File: src/pkg/sbi_pkg.sv
package sbi_pkg;
    localparam int CMD_W = 12;
    localparam int AD_W = 64;
    localparam int ECC_W = 8;
    localparam int STATE_W = 3;
    localparam int RESP_W = 5;
    // reset value of active-low outputs except interface reset and enables: deasserted
    localparam logic INACTIVE_N = 1'b1;
    // release pulse length in interface cycles
    localparam int REL_CYCLES = 1;
    // agent issue kinds
    typedef enum logic [1:0] {
        SBI_ISSUE_CMD,
        SBI_ISSUE_RESP,
        SBI_ISSUE_NONE
    } sbi_issue_e;
endpackage : sbi_pkg

File: src/verilog/sbi_check.sv
`timescale 1ns/100ps
// odd parity checker for one receive path
module sbi_check #(
    parameter int W = 12
) (
    input wire logic clk_in,        // interface clock
    input wire logic rst_n_in,      // async reset, active low
    input wire logic [W-1:0] data_in, // sampled bus
    input wire logic par_in,        // received parity bit
    input wire logic valid_in,      // sample qualifier
    output logic err_out            // registered parity error
);
    logic err_q;
    wire odd_ok = ^{data_in, par_in};

    // odd parity: data plus parity has odd ones count
    always_ff @(posedge clk_in or negedge rst_n_in) begin
        if (!rst_n_in) begin
            err_q <= 1'b0;
        end else begin
            err_q <= valid_in && !odd_ok;
        end
    end
    assign err_out = err_q;
endmodule : sbi_check

File: src/verilog/sbi_agent.sv
`timescale 1ns/100ps
// Operation
// - agent grants mastership to processor by driving grant low.
// - master pulses release low one cycle, then gives up mastership next cycle.
// - agent asserts read ready only while read and upgrade requests acceptable.
// - agent asserts write ready only while write and eliminate requests acceptable.
// - commands travel on shared 12-bit bus driven by master.
// - command driver also drives odd parity over command bits.
// - 64-bit address/data with 8-bit ecc, made by driver, checked by receiver; agent sends ecc_in as given and passes received ecc to rx_ecc_out unchecked.
// - master drives valid low exactly in cycles with meaningful bus content.
// - agent reports completion responses on a 5-bit response bus.
// - agent drives odd parity over the response bus.
// - agent pulses response valid one cycle per completion response.
// - agent drives interface reset low to reset the processor.
// - agent drives nonmaskable interrupt input low to signal it.
// - agent asserts globally performed only when all requests are performed.
// - agent may use emulation cycle to qualify interface cycles.
module sbi_agent #(
    parameter int AD_W = sbi_pkg::AD_W,
    parameter int ECC_W = sbi_pkg::ECC_W
) (
    input wire logic clk_in,                              // interface clock
    input wire logic rst_n_in,                            // async reset, active low
    // user side
    input wire logic sys_reset_req_in,                    // hold processor in reset
    input wire logic nmi_req_in,                          // raise nmi level
    input wire logic read_ok_in,                          // can take reads
    input wire logic write_ok_in,                         // can take writes
    input wire logic grant_en_in,                         // allow granting
    input wire logic all_performed_in,                    // outstanding all performed
    input wire logic emu_mode_in,                         // emulation cycle qualifying
    input wire logic emu_cycle_in,                        // virtual cycle strobe
    input wire logic cmd_req_in,                          // issue one command word
    input wire logic [sbi_pkg::CMD_W-1:0] cmd_in,         // command to send
    input wire logic [AD_W-1:0] ad_in,                    // address/data to send
    input wire logic [ECC_W-1:0] ecc_in,                  // check bits to send
    input wire logic resp_req_in,                         // issue completion response
    input wire logic [sbi_pkg::RESP_W-1:0] resp_in,       // response code
    output logic cmd_ack_out,                             // command word sent pulse
    output logic resp_ack_out,                            // response sent pulse
    output logic rx_valid_out,                            // processor word received
    output logic [sbi_pkg::CMD_W-1:0] rx_cmd_out,         // received command
    output logic [AD_W-1:0] rx_ad_out,                    // received address/data
    output logic [ECC_W-1:0] rx_ecc_out,                  // received check bits
    output logic rx_cmd_perr_out,                         // command parity error
    output logic state_valid_out,                         // state response received
    output logic [sbi_pkg::STATE_W-1:0] state_out,        // received state
    output logic state_perr_out,                          // state parity error
    output logic cor_err_out,                             // processor corrected error
    output logic unc_err_out,                             // processor tag error
    output logic proc_master_out,                         // processor holds bus
    // pins toward the processor
    input wire logic bus_request_n_in,                    // processor request
    output logic bus_grant_n_out,                         // grant
    input wire logic mastership_release_n_in,             // release pin sampled
    output logic mastership_release_n_out,                // release drive value
    output logic mastership_release_oe_n_out,             // release enable, low drives
    output logic read_accept_ready_n_out,                 // read ready
    output logic write_accept_ready_n_out,                // write ready
    input wire logic [sbi_pkg::CMD_W-1:0] command_bus_in, // command pin in
    output logic [sbi_pkg::CMD_W-1:0] command_bus_out,    // command pin out
    output logic command_bus_oe_n_out,                    // command enable
    input wire logic command_parity_in,                   // parity in
    output logic command_parity_out,                      // parity out
    input wire logic [AD_W-1:0] addr_data_bus_in,         // ad pin in
    output logic [AD_W-1:0] addr_data_bus_out,            // ad pin out
    output logic addr_data_bus_oe_n_out,                  // ad/ecc enable
    input wire logic [ECC_W-1:0] addr_data_ecc_in,        // ecc in
    output logic [ECC_W-1:0] addr_data_ecc_out,           // ecc out
    input wire logic bus_valid_n_in,                      // valid pin in
    output logic bus_valid_n_out,                         // valid pin out
    output logic bus_valid_oe_n_out,                      // valid enable
    input wire logic [sbi_pkg::STATE_W-1:0] coherency_state_bus_in, // state bus
    input wire logic coherency_state_parity_in,           // state parity
    input wire logic coherency_state_valid_n_in,          // state valid
    output logic [sbi_pkg::RESP_W-1:0] completion_response_bus_out, // response bus
    output logic completion_response_parity_out,         // response parity
    output logic completion_response_valid_n_out,         // response valid
    output logic interface_reset_n_out,                   // processor reset
    output logic nonmaskable_irq_n_out,                   // nmi
    input wire logic corrected_error_pulse_n_in,          // corrected error
    input wire logic uncorrectable_error_pulse_n_in,      // tag error
    output logic globally_performed_n_out,                // globally performed
    output logic emulation_cycle_n_out                    // emulation cycle
);
    typedef enum logic [1:0] {
        SBI_AGENT_MASTER,
        SBI_PROC_MASTER,
        SBI_AGENT_RELEASE
    } sbi_arb_e;

    function automatic logic odd_par12(input logic [sbi_pkg::CMD_W-1:0] v);
        odd_par12 = ~^v;
    endfunction : odd_par12

    function automatic logic odd_par5(input logic [sbi_pkg::RESP_W-1:0] v);
        odd_par5 = ~^v;
    endfunction : odd_par5

    sbi_arb_e arb_q, arb_d;
    logic grant_n_q, rel_n_q, rel_oe_n_q, rrdy_n_q, wrdy_n_q, proc_master_q;
    logic [sbi_pkg::CMD_W-1:0] cmd_q, rx_cmd_q;
    logic cpar_q, cmd_oe_n_q, val_n_q, val_oe_n_q, cmd_ack_q;
    logic [AD_W-1:0] ad_q, rx_ad_q;
    logic [ECC_W-1:0] ecc_q, rx_ecc_q;
    logic [sbi_pkg::RESP_W-1:0] resp_q;
    logic rpar_q, rval_n_q, resp_ack_q, rx_valid_q, sval_q, cor_q, unc_q;
    logic [sbi_pkg::STATE_W-1:0] state_q;
    logic sreset_n_q, nmi_n_q, gperf_n_q, cyc_n_q;

    // one cycle of agent activity allowed per virtual cycle in emulation
    wire cyc_ok = !emu_mode_in || emu_cycle_in;
    wire agent_owns = (arb_q == SBI_AGENT_MASTER);
    wire send_cmd = agent_owns && cmd_req_in && cyc_ok;
    // grant when processor requests and agent idle
    wire give_bus = agent_owns && grant_en_in && !bus_request_n_in && !send_cmd && cyc_ok;
    // processor release seen, bus returns next cycle
    wire proc_rel = (arb_q == SBI_PROC_MASTER) && !mastership_release_n_in;
    wire send_resp = resp_req_in && cyc_ok;
    wire proc_word = (arb_q == SBI_PROC_MASTER) && !bus_valid_n_in;

    // arbitration next state
    always_comb begin
        arb_d = arb_q;
        unique case (arb_q)
            SBI_AGENT_MASTER: if (give_bus) arb_d = SBI_AGENT_RELEASE;
            SBI_AGENT_RELEASE: arb_d = SBI_PROC_MASTER;
            SBI_PROC_MASTER: if (proc_rel) arb_d = SBI_AGENT_MASTER;
        endcase
    end

    // all pins registered on rising edge
    always_ff @(posedge clk_in or negedge rst_n_in) begin
        if (!rst_n_in) begin
            arb_q <= SBI_AGENT_MASTER;
            grant_n_q <= sbi_pkg::INACTIVE_N;
            rel_n_q <= sbi_pkg::INACTIVE_N;
            rel_oe_n_q <= 1'b0;
            proc_master_q <= 1'b0;
        end else begin
            arb_q <= arb_d;
            // grant only after the release cycle, held while processor owns
            grant_n_q <= (arb_d != SBI_PROC_MASTER);
            proc_master_q <= (arb_d == SBI_PROC_MASTER);
            // one-cycle release pulse, then driver let go
            rel_n_q <= !give_bus;
            rel_oe_n_q <= (arb_d == SBI_PROC_MASTER);
        end
    end

    // agent-side command/ad drive
    always_ff @(posedge clk_in or negedge rst_n_in) begin
        if (!rst_n_in) begin
            cmd_q <= '0;
            cpar_q <= 1'b1;
            ad_q <= '0;
            ecc_q <= '0;
            cmd_oe_n_q <= 1'b0;
            val_n_q <= sbi_pkg::INACTIVE_N;
            val_oe_n_q <= 1'b0;
            cmd_ack_q <= 1'b0;
        end else begin
            // agent drives buses only while master
            cmd_oe_n_q <= (arb_d == SBI_PROC_MASTER);
            val_oe_n_q <= (arb_d == SBI_PROC_MASTER);
            // valid low only with a real word
            val_n_q <= !send_cmd;
            cmd_ack_q <= send_cmd;
            if (send_cmd) begin
                cmd_q <= cmd_in;
                cpar_q <= odd_par12(cmd_in);
                ad_q <= ad_in;
                ecc_q <= ecc_in;
            end
        end
    end

    // flow control and misc levels
    always_ff @(posedge clk_in or negedge rst_n_in) begin
        if (!rst_n_in) begin
            rrdy_n_q <= sbi_pkg::INACTIVE_N;
            wrdy_n_q <= sbi_pkg::INACTIVE_N;
            sreset_n_q <= 1'b0;
            nmi_n_q <= sbi_pkg::INACTIVE_N;
            gperf_n_q <= sbi_pkg::INACTIVE_N;
            cyc_n_q <= sbi_pkg::INACTIVE_N;
        end else begin
            rrdy_n_q <= !read_ok_in;
            wrdy_n_q <= !write_ok_in;
            sreset_n_q <= !sys_reset_req_in;
            nmi_n_q <= !nmi_req_in;
            gperf_n_q <= !all_performed_in;
            cyc_n_q <= !(emu_mode_in && emu_cycle_in);
        end
    end

    // completion responses
    always_ff @(posedge clk_in or negedge rst_n_in) begin
        if (!rst_n_in) begin
            resp_q <= '0;
            rpar_q <= 1'b1;
            rval_n_q <= sbi_pkg::INACTIVE_N;
            resp_ack_q <= 1'b0;
        end else begin
            rval_n_q <= !send_resp;
            resp_ack_q <= send_resp;
            if (send_resp) begin
                resp_q <= resp_in;
                rpar_q <= odd_par5(resp_in);
            end
        end
    end

    // receive side: processor words, state, error pulses
    always_ff @(posedge clk_in or negedge rst_n_in) begin
        if (!rst_n_in) begin
            rx_valid_q <= 1'b0;
            rx_cmd_q <= '0;
            rx_ad_q <= '0;
            rx_ecc_q <= '0;
            sval_q <= 1'b0;
            state_q <= '0;
            cor_q <= 1'b0;
            unc_q <= 1'b0;
        end else begin
            rx_valid_q <= proc_word;
            if (proc_word) begin
                rx_cmd_q <= command_bus_in;
                rx_ad_q <= addr_data_bus_in;
                rx_ecc_q <= addr_data_ecc_in;
            end
            sval_q <= !coherency_state_valid_n_in;
            if (!coherency_state_valid_n_in) state_q <= coherency_state_bus_in;
            cor_q <= !corrected_error_pulse_n_in;
            unc_q <= !uncorrectable_error_pulse_n_in;
        end
    end

    sbi_check #(.W(sbi_pkg::CMD_W)) u_cmd_chk (
        .clk_in(clk_in),
        .rst_n_in(rst_n_in),
        .data_in(command_bus_in),
        .par_in(command_parity_in),
        .valid_in(proc_word),
        .err_out(rx_cmd_perr_out)
    );

    sbi_check #(.W(sbi_pkg::STATE_W)) u_state_chk (
        .clk_in(clk_in),
        .rst_n_in(rst_n_in),
        .data_in(coherency_state_bus_in),
        .par_in(coherency_state_parity_in),
        .valid_in(!coherency_state_valid_n_in),
        .err_out(state_perr_out)
    );

    // pin and user outputs, all registered
    assign bus_grant_n_out = grant_n_q;
    assign mastership_release_n_out = rel_n_q;
    assign mastership_release_oe_n_out = rel_oe_n_q;
    assign read_accept_ready_n_out = rrdy_n_q;
    assign write_accept_ready_n_out = wrdy_n_q;
    assign command_bus_out = cmd_q;
    assign command_parity_out = cpar_q;
    assign command_bus_oe_n_out = cmd_oe_n_q;
    assign addr_data_bus_out = ad_q;
    assign addr_data_ecc_out = ecc_q;
    assign addr_data_bus_oe_n_out = cmd_oe_n_q;
    assign bus_valid_n_out = val_n_q;
    assign bus_valid_oe_n_out = val_oe_n_q;
    assign completion_response_bus_out = resp_q;
    assign completion_response_parity_out = rpar_q;
    assign completion_response_valid_n_out = rval_n_q;
    assign interface_reset_n_out = sreset_n_q;
    assign nonmaskable_irq_n_out = nmi_n_q;
    assign globally_performed_n_out = gperf_n_q;
    assign emulation_cycle_n_out = cyc_n_q;
    assign cmd_ack_out = cmd_ack_q;
    assign resp_ack_out = resp_ack_q;
    assign rx_valid_out = rx_valid_q;
    assign rx_cmd_out = rx_cmd_q;
    assign rx_ad_out = rx_ad_q;
    assign rx_ecc_out = rx_ecc_q;
    assign state_valid_out = sval_q;
    assign state_out = state_q;
    assign cor_err_out = cor_q;
    assign unc_err_out = unc_q;
    assign proc_master_out = proc_master_q;

    // release pulse lasts exactly one cycle
    property p_rel_one;
        @(posedge clk_in) disable iff (!rst_n_in)
        $fell(rel_n_q) |-> !rel_oe_n_q ##1 (rel_n_q && rel_oe_n_q);
    endproperty
    a_rel_one: assert property (p_rel_one) else $error("release not one cycle");

    // grant follows release by one cycle
    property p_grant;
        @(posedge clk_in) disable iff (!rst_n_in)
        !rel_n_q && !rel_oe_n_q |-> grant_n_q ##1 !grant_n_q;
    endproperty
    a_grant: assert property (p_grant) else $error("grant missing");

    // agent valid never driven while processor masters
    property p_valid;
        @(posedge clk_in) disable iff (!rst_n_in)
        val_oe_n_q |-> val_n_q;
    endproperty
    a_valid: assert property (p_valid) else $error("valid while released");

    // command parity odd whenever valid driven
    property p_cpar;
        @(posedge clk_in) disable iff (!rst_n_in)
        !val_n_q |-> ^{cmd_q, cpar_q};
    endproperty
    a_cpar: assert property (p_cpar) else $error("command parity even");

    // response parity and valid low the cycle after each request
    property p_resp;
        @(posedge clk_in) disable iff (!rst_n_in)
        send_resp |=> !rval_n_q && (^{resp_q, rpar_q});
    endproperty
    a_resp: assert property (p_resp) else $error("response bad");

    // ready deasserted one cycle after any cycle without capacity
    property p_rrdy;
        @(posedge clk_in) disable iff (!rst_n_in)
        !read_ok_in |=> rrdy_n_q;
    endproperty
    a_rrdy: assert property (p_rrdy) else $error("read ready without capacity");

    property p_wrdy;
        @(posedge clk_in) disable iff (!rst_n_in)
        !write_ok_in |=> wrdy_n_q;
    endproperty
    a_wrdy: assert property (p_wrdy) else $error("write ready without capacity");

    // globally performed only after user says so
    property p_gperf;
        @(posedge clk_in) disable iff (!rst_n_in)
        $fell(gperf_n_q) |-> $past(all_performed_in);
    endproperty
    a_gperf: assert property (p_gperf) else $error("performed too early");
endmodule : sbi_agent

File: config.mk
export PLATFORM = sky130hd
export DESIGN_NAME = sbi_agent
export DESIGN_NICKNAME = d
export VERILOG_FILES = /design/src/pkg/sbi_pkg.sv /design/src/verilog/sbi_check.sv /design/src/verilog/sbi_agent.sv
export SDC_FILE = /design/constraint.sdc
export NUM_CORES = 1
export LEC_CHECK = 0
export BUFFER_PORTS_ARGS = -buffer_cell sky130_fd_sc_hd__buf_2
export CAP_MARGIN = 20
export CORE_AREA = 4 4 154 156
export DETAILED_ROUTE_END_ITERATION = 6
export DIE_AREA = 0 0 158 160
export MAX_ROUTING_LAYER = met4
export PLACE_DENSITY = 0.71
export REMOVE_ABC_BUFFERS = 1
export SLEW_MARGIN = 15
export SYNTH_ARGS = -nofsm -noshare
export SYNTH_HDL_FRONTEND = slang
export SYNTH_SLANG_ARGS = --single-unit
File: constraint.sdc
create_clock -name clk_in -period 5.5 [get_ports clk_in]
set_input_delay 0.825 -clock clk_in [delete_from_list [all_inputs] [get_ports clk_in]]
set_output_delay 0.825 -clock clk_in [all_outputs]
set_load 0.03 [all_outputs]
==> run_results.csv <==
group,metric,value,unit
clocking,insertion_delay,0.42,ns
logic_synthesis,yosys.cell_count.top_type,"dfrtp_1",
power,irDropWorstVdd,295,µV
flow_run,maxCapViolCount,0,
die,start_util,34.0,%
logic_synthesis,synth_compound_area_share,0.592,%
global_route,overflow,0,
drt,drc,0,
logic_synthesis,syn_area_per_cell,16.5,µm²
logic_synthesis,synth-seq-cells,199,
logic_synthesis,synth_simple_gate_area_share,1.15,%
global_route,grt_antenna_before_repair,1,
logic_synthesis,syn-cell-area,7610,µm²
sta,max_freq,415,MHz
worst_setup_path,crit_type,"reg2reg",
cells_and_area,fillers,2061,
cells_and_area,fin_nets,1057,
placement,io_buffers,396,
worst_setup_path,cp_cell_sequence,"inv_1 > ha_1 > nand3_4 > buf_4 > mux2_2",
drt,totalWireLength,19500,µm
clocking,clockBufferDepth,2,
logic_synthesis,synth_mux_area_share,26.1,%
sta,tns,0,ns
die,chipHeight,160,µm
sta,period_share,43.8,%
clocking,clkSlewWorstSetupHoldPaths,0.08,ns
worst_setup_path,rr_endpoint,"addr_data_ecc_out[3]$_DFFE_PN0P_",
cells_and_area,drive_gt1_share,71.3,%
clocking,cts_root_buf,"clkbuf_16",
placement,gp_congestion,0.819,
cells_and_area,areaGrowthSynthToFinish,37.0,%
logic_synthesis,synth_edf_count,0,
die,rows,55,
logic_synthesis,synth_top_area_share,61.8,%
die,core_area,22400,µm²
worst_setup_path,endpoint,"addr_data_ecc_out[3]$_DFFE_PN0P_",
clocking,cts_tree,"yes",
die,ios,397,
logic_synthesis,async_flop_share,100,%
clocking,cts-resized-gates,0,
worst_setup_path,worstReg2RegStart,"arb_q[0]$_DFF_PN0_",
cells_and_area,stdcell_area,10400,µm²
clocking,cts_setup_buffers,0,
logic_synthesis,synth_xor_area_share,3.65,%
min_path,holdCritPathClass,"in2async",
sta,slew_headroom,41.5,%
placement,placed_cell_area,9870,µm²
sta,hold_ws,0.473,ns
worst_setup_path,r2r_cells,5,
logic_synthesis,synth_adder_area_share,0.493,%
sta,slew_viol_final,0,
power,leakage,5.17,nW
outcome,outcome,"finished clean",
sta,min_period,2.41,ns
worst_setup_path,crit_start,"arb_q[0]$_DFF_PN0_",
drt,viasPerCell,4.43,
drt,wl_per_cell,16.8,µm
drt,drt-initial-drc-count,167,
clocking,holdBufCountCts,0,
worst_setup_path,crit_arrival,2.71,ns
sta,rsz0062_at_grt,"false",
logic_synthesis,synth_top_family_by_area,"multiplexers",
logic_synthesis,yosys.area.top_type,"dfrtp_1",
worst_setup_path,critPathCaptureType,"register",
sta,tightest_slew,0.877,ns
logic_synthesis,synth_area_leaders,"dfrtp_1 62%, mux2_2 26%, dfstp_2 3.8%",
die,die_area,25300,µm²
worst_setup_path,worstPathMaxFanout,45,
worst_setup_path,start_kind,"register",
placement,dp_hpwl,14800,µm
global_route,grt_use_total,15.5,%
worst_setup_path,rrSetupSlack,3.09,ns
logic_synthesis,synth_cell_types,24,
sta,final-setup-viol-count,0,
drt,drtAntennaViolNets,0,
drt,vias,5130,
sta,clock_skew,0.0141,ns
drt,drtPass1Iterations,4,
logic_synthesis,yosysSeqAreaShare,65.6,%
clocking,clock_sinks,199,
worst_setup_path,slowest_delay,0.58,ns
power,power_density,660,nW/µm²
logic_synthesis,yosys_warnings,0,
logic_synthesis,synth_common_cells,"188 x dfrtp_1, 176 x mux2_2, 23 x xnor2_1, 12 x buf_2, 12 x inv_1",
clocking,htree_levels,4,
global_route,grt_max_degree,108,
clocking,cts-buffers-inserted,17,
die,die_w,158,µm
global_route,grt_pass1_vias,5622,
global_route,grt_pass1_wl,30100,µm
worst_setup_path,cp.required,5.79,ns
sta,hold_viol,0,
worst_setup_path,crit_slowest_cell,"buf_4",
logic_synthesis,synth-main-ff-cell,"dfrtp_1",
logic_synthesis,syn_inst,462,
## worst max-delay path: cells and delay by family, from the launching register on
kind | cells | cell delay (ns)
multiplexers | 1 | 0.40
buffers and inverters | 2 | 0.65
AND/OR/NAND/NOR | 1 | 0.50
flip-flops | 1 | 0.39
adder cells (fa/ha/maj) | 1 | 0.26
## per-stage QoR
stage	instances	power [mW]	utilization, %	setup slack (ns)
final	1157	6.88	46.6	3.09
after detailed placement	1124	5.78	44.1	2.65
after global placement	1124	5.69	44.1	2.68
after CTS	1156	6.98	46.6	3.07
after global routing	1157	7.26	46.6	2.93
after floorplan	439	4.74	-	0.225
## how the worst min path moves through the flow
stage | from | slack [ns] | to
2_1_floorplan | rst_n_in | 0.53 | addr_data_bus_out[0]$_DFFE_PN0P_
3_3_place_gp | command_parity_out$_DFFE_PN1P_ | 0.46 | command_parity_out$_DFFE_PN1P_
3_5_place_dp | command_parity_out$_DFFE_PN1P_ | 0.47 | command_parity_out$_DFFE_PN1P_
4_1_cts | write_ok_in | 0.48 | write_accept_ready_n_out$_DFF_PN1_
5_1_grt | write_ok_in | 0.48 | write_accept_ready_n_out$_DFF_PN1_
6_report | rst_n_in | 0.47 | rx_ad_out[47]$_DFFE_PN0P_
## sequential cells by signal, summed over array words and instances, names as in the netlist, 2 cells and up
signal / count
completion_response_bus_out: 5
rx_ecc_out: 8
command_bus_out: 12
arb_q: 2
rx_cmd_out: 12
state_out: 3
addr_data_bus_out: 64
rx_ad_out: 64
addr_data_ecc_out: 8
## metal layers
metal | up-vias | part of all wire, % | GRT usage, %
met5 | - | 0 | -
met4 | 0 | 2.2 | 5.04
met3 | 29 | 6.0 | 3.85
met2 | 212 | 52 | 26.3
met1 | 2521 | 40 | 17.9
li1 | 2368 | - | -
## where the power goes
group	switching, mW	total (mW)	internal [mW]	leakage, nW
combinational	2.09	3.27	1.18	2.55
sequential	0.306	2.43	2.13	2.35
clock	0.581	1.18	0.598	0.266
total	2.98	6.88	3.90	5.17
## layout by cell type, fill, tap and decap left out, types with 2 or more instances in the layout
cell       Yosys  layout
nand4_1        2       2
dfrtp_1      188     188
o21ai_0        2       2
nor2_1         2       2
buf_2         12     395
xnor2_1       23      23
ha_1           3       3
buf_4         10       3
inv_6          0       3
xnor3_1        3       3
clkbuf_1       1       3
inv_8          0       3
clkbuf_16      0      17
dfstp_2       11      11
inv_1         12      12
clkinv_4       0       5
mux2_2       176     176
nand2_1        6       6
## area by class of cell
type	instances	area, µm²	area share [%]
well taps	285	357	3.42
clock buffers	20	437	4.19
multi-input cells	228	2440	23.5
inverters	12	45.0	0.432
repair buffers	400	2030	19.5
diodes	1	2.50	0.0240
flip-flops and latches	199	4990	47.9
clock inverters	12	111	1.07
## cells by family after synthesis
group                      after synthesis
DFF                                    199
muxes                                  176
buffers and inverters                   35
xor gates and xnor gates                27
and+or+nand+nor                         16
AOI/OAI and AO/OA                        6
adders and majority gates                3
No activity file was read; power rests on OpenSTA's default activity.
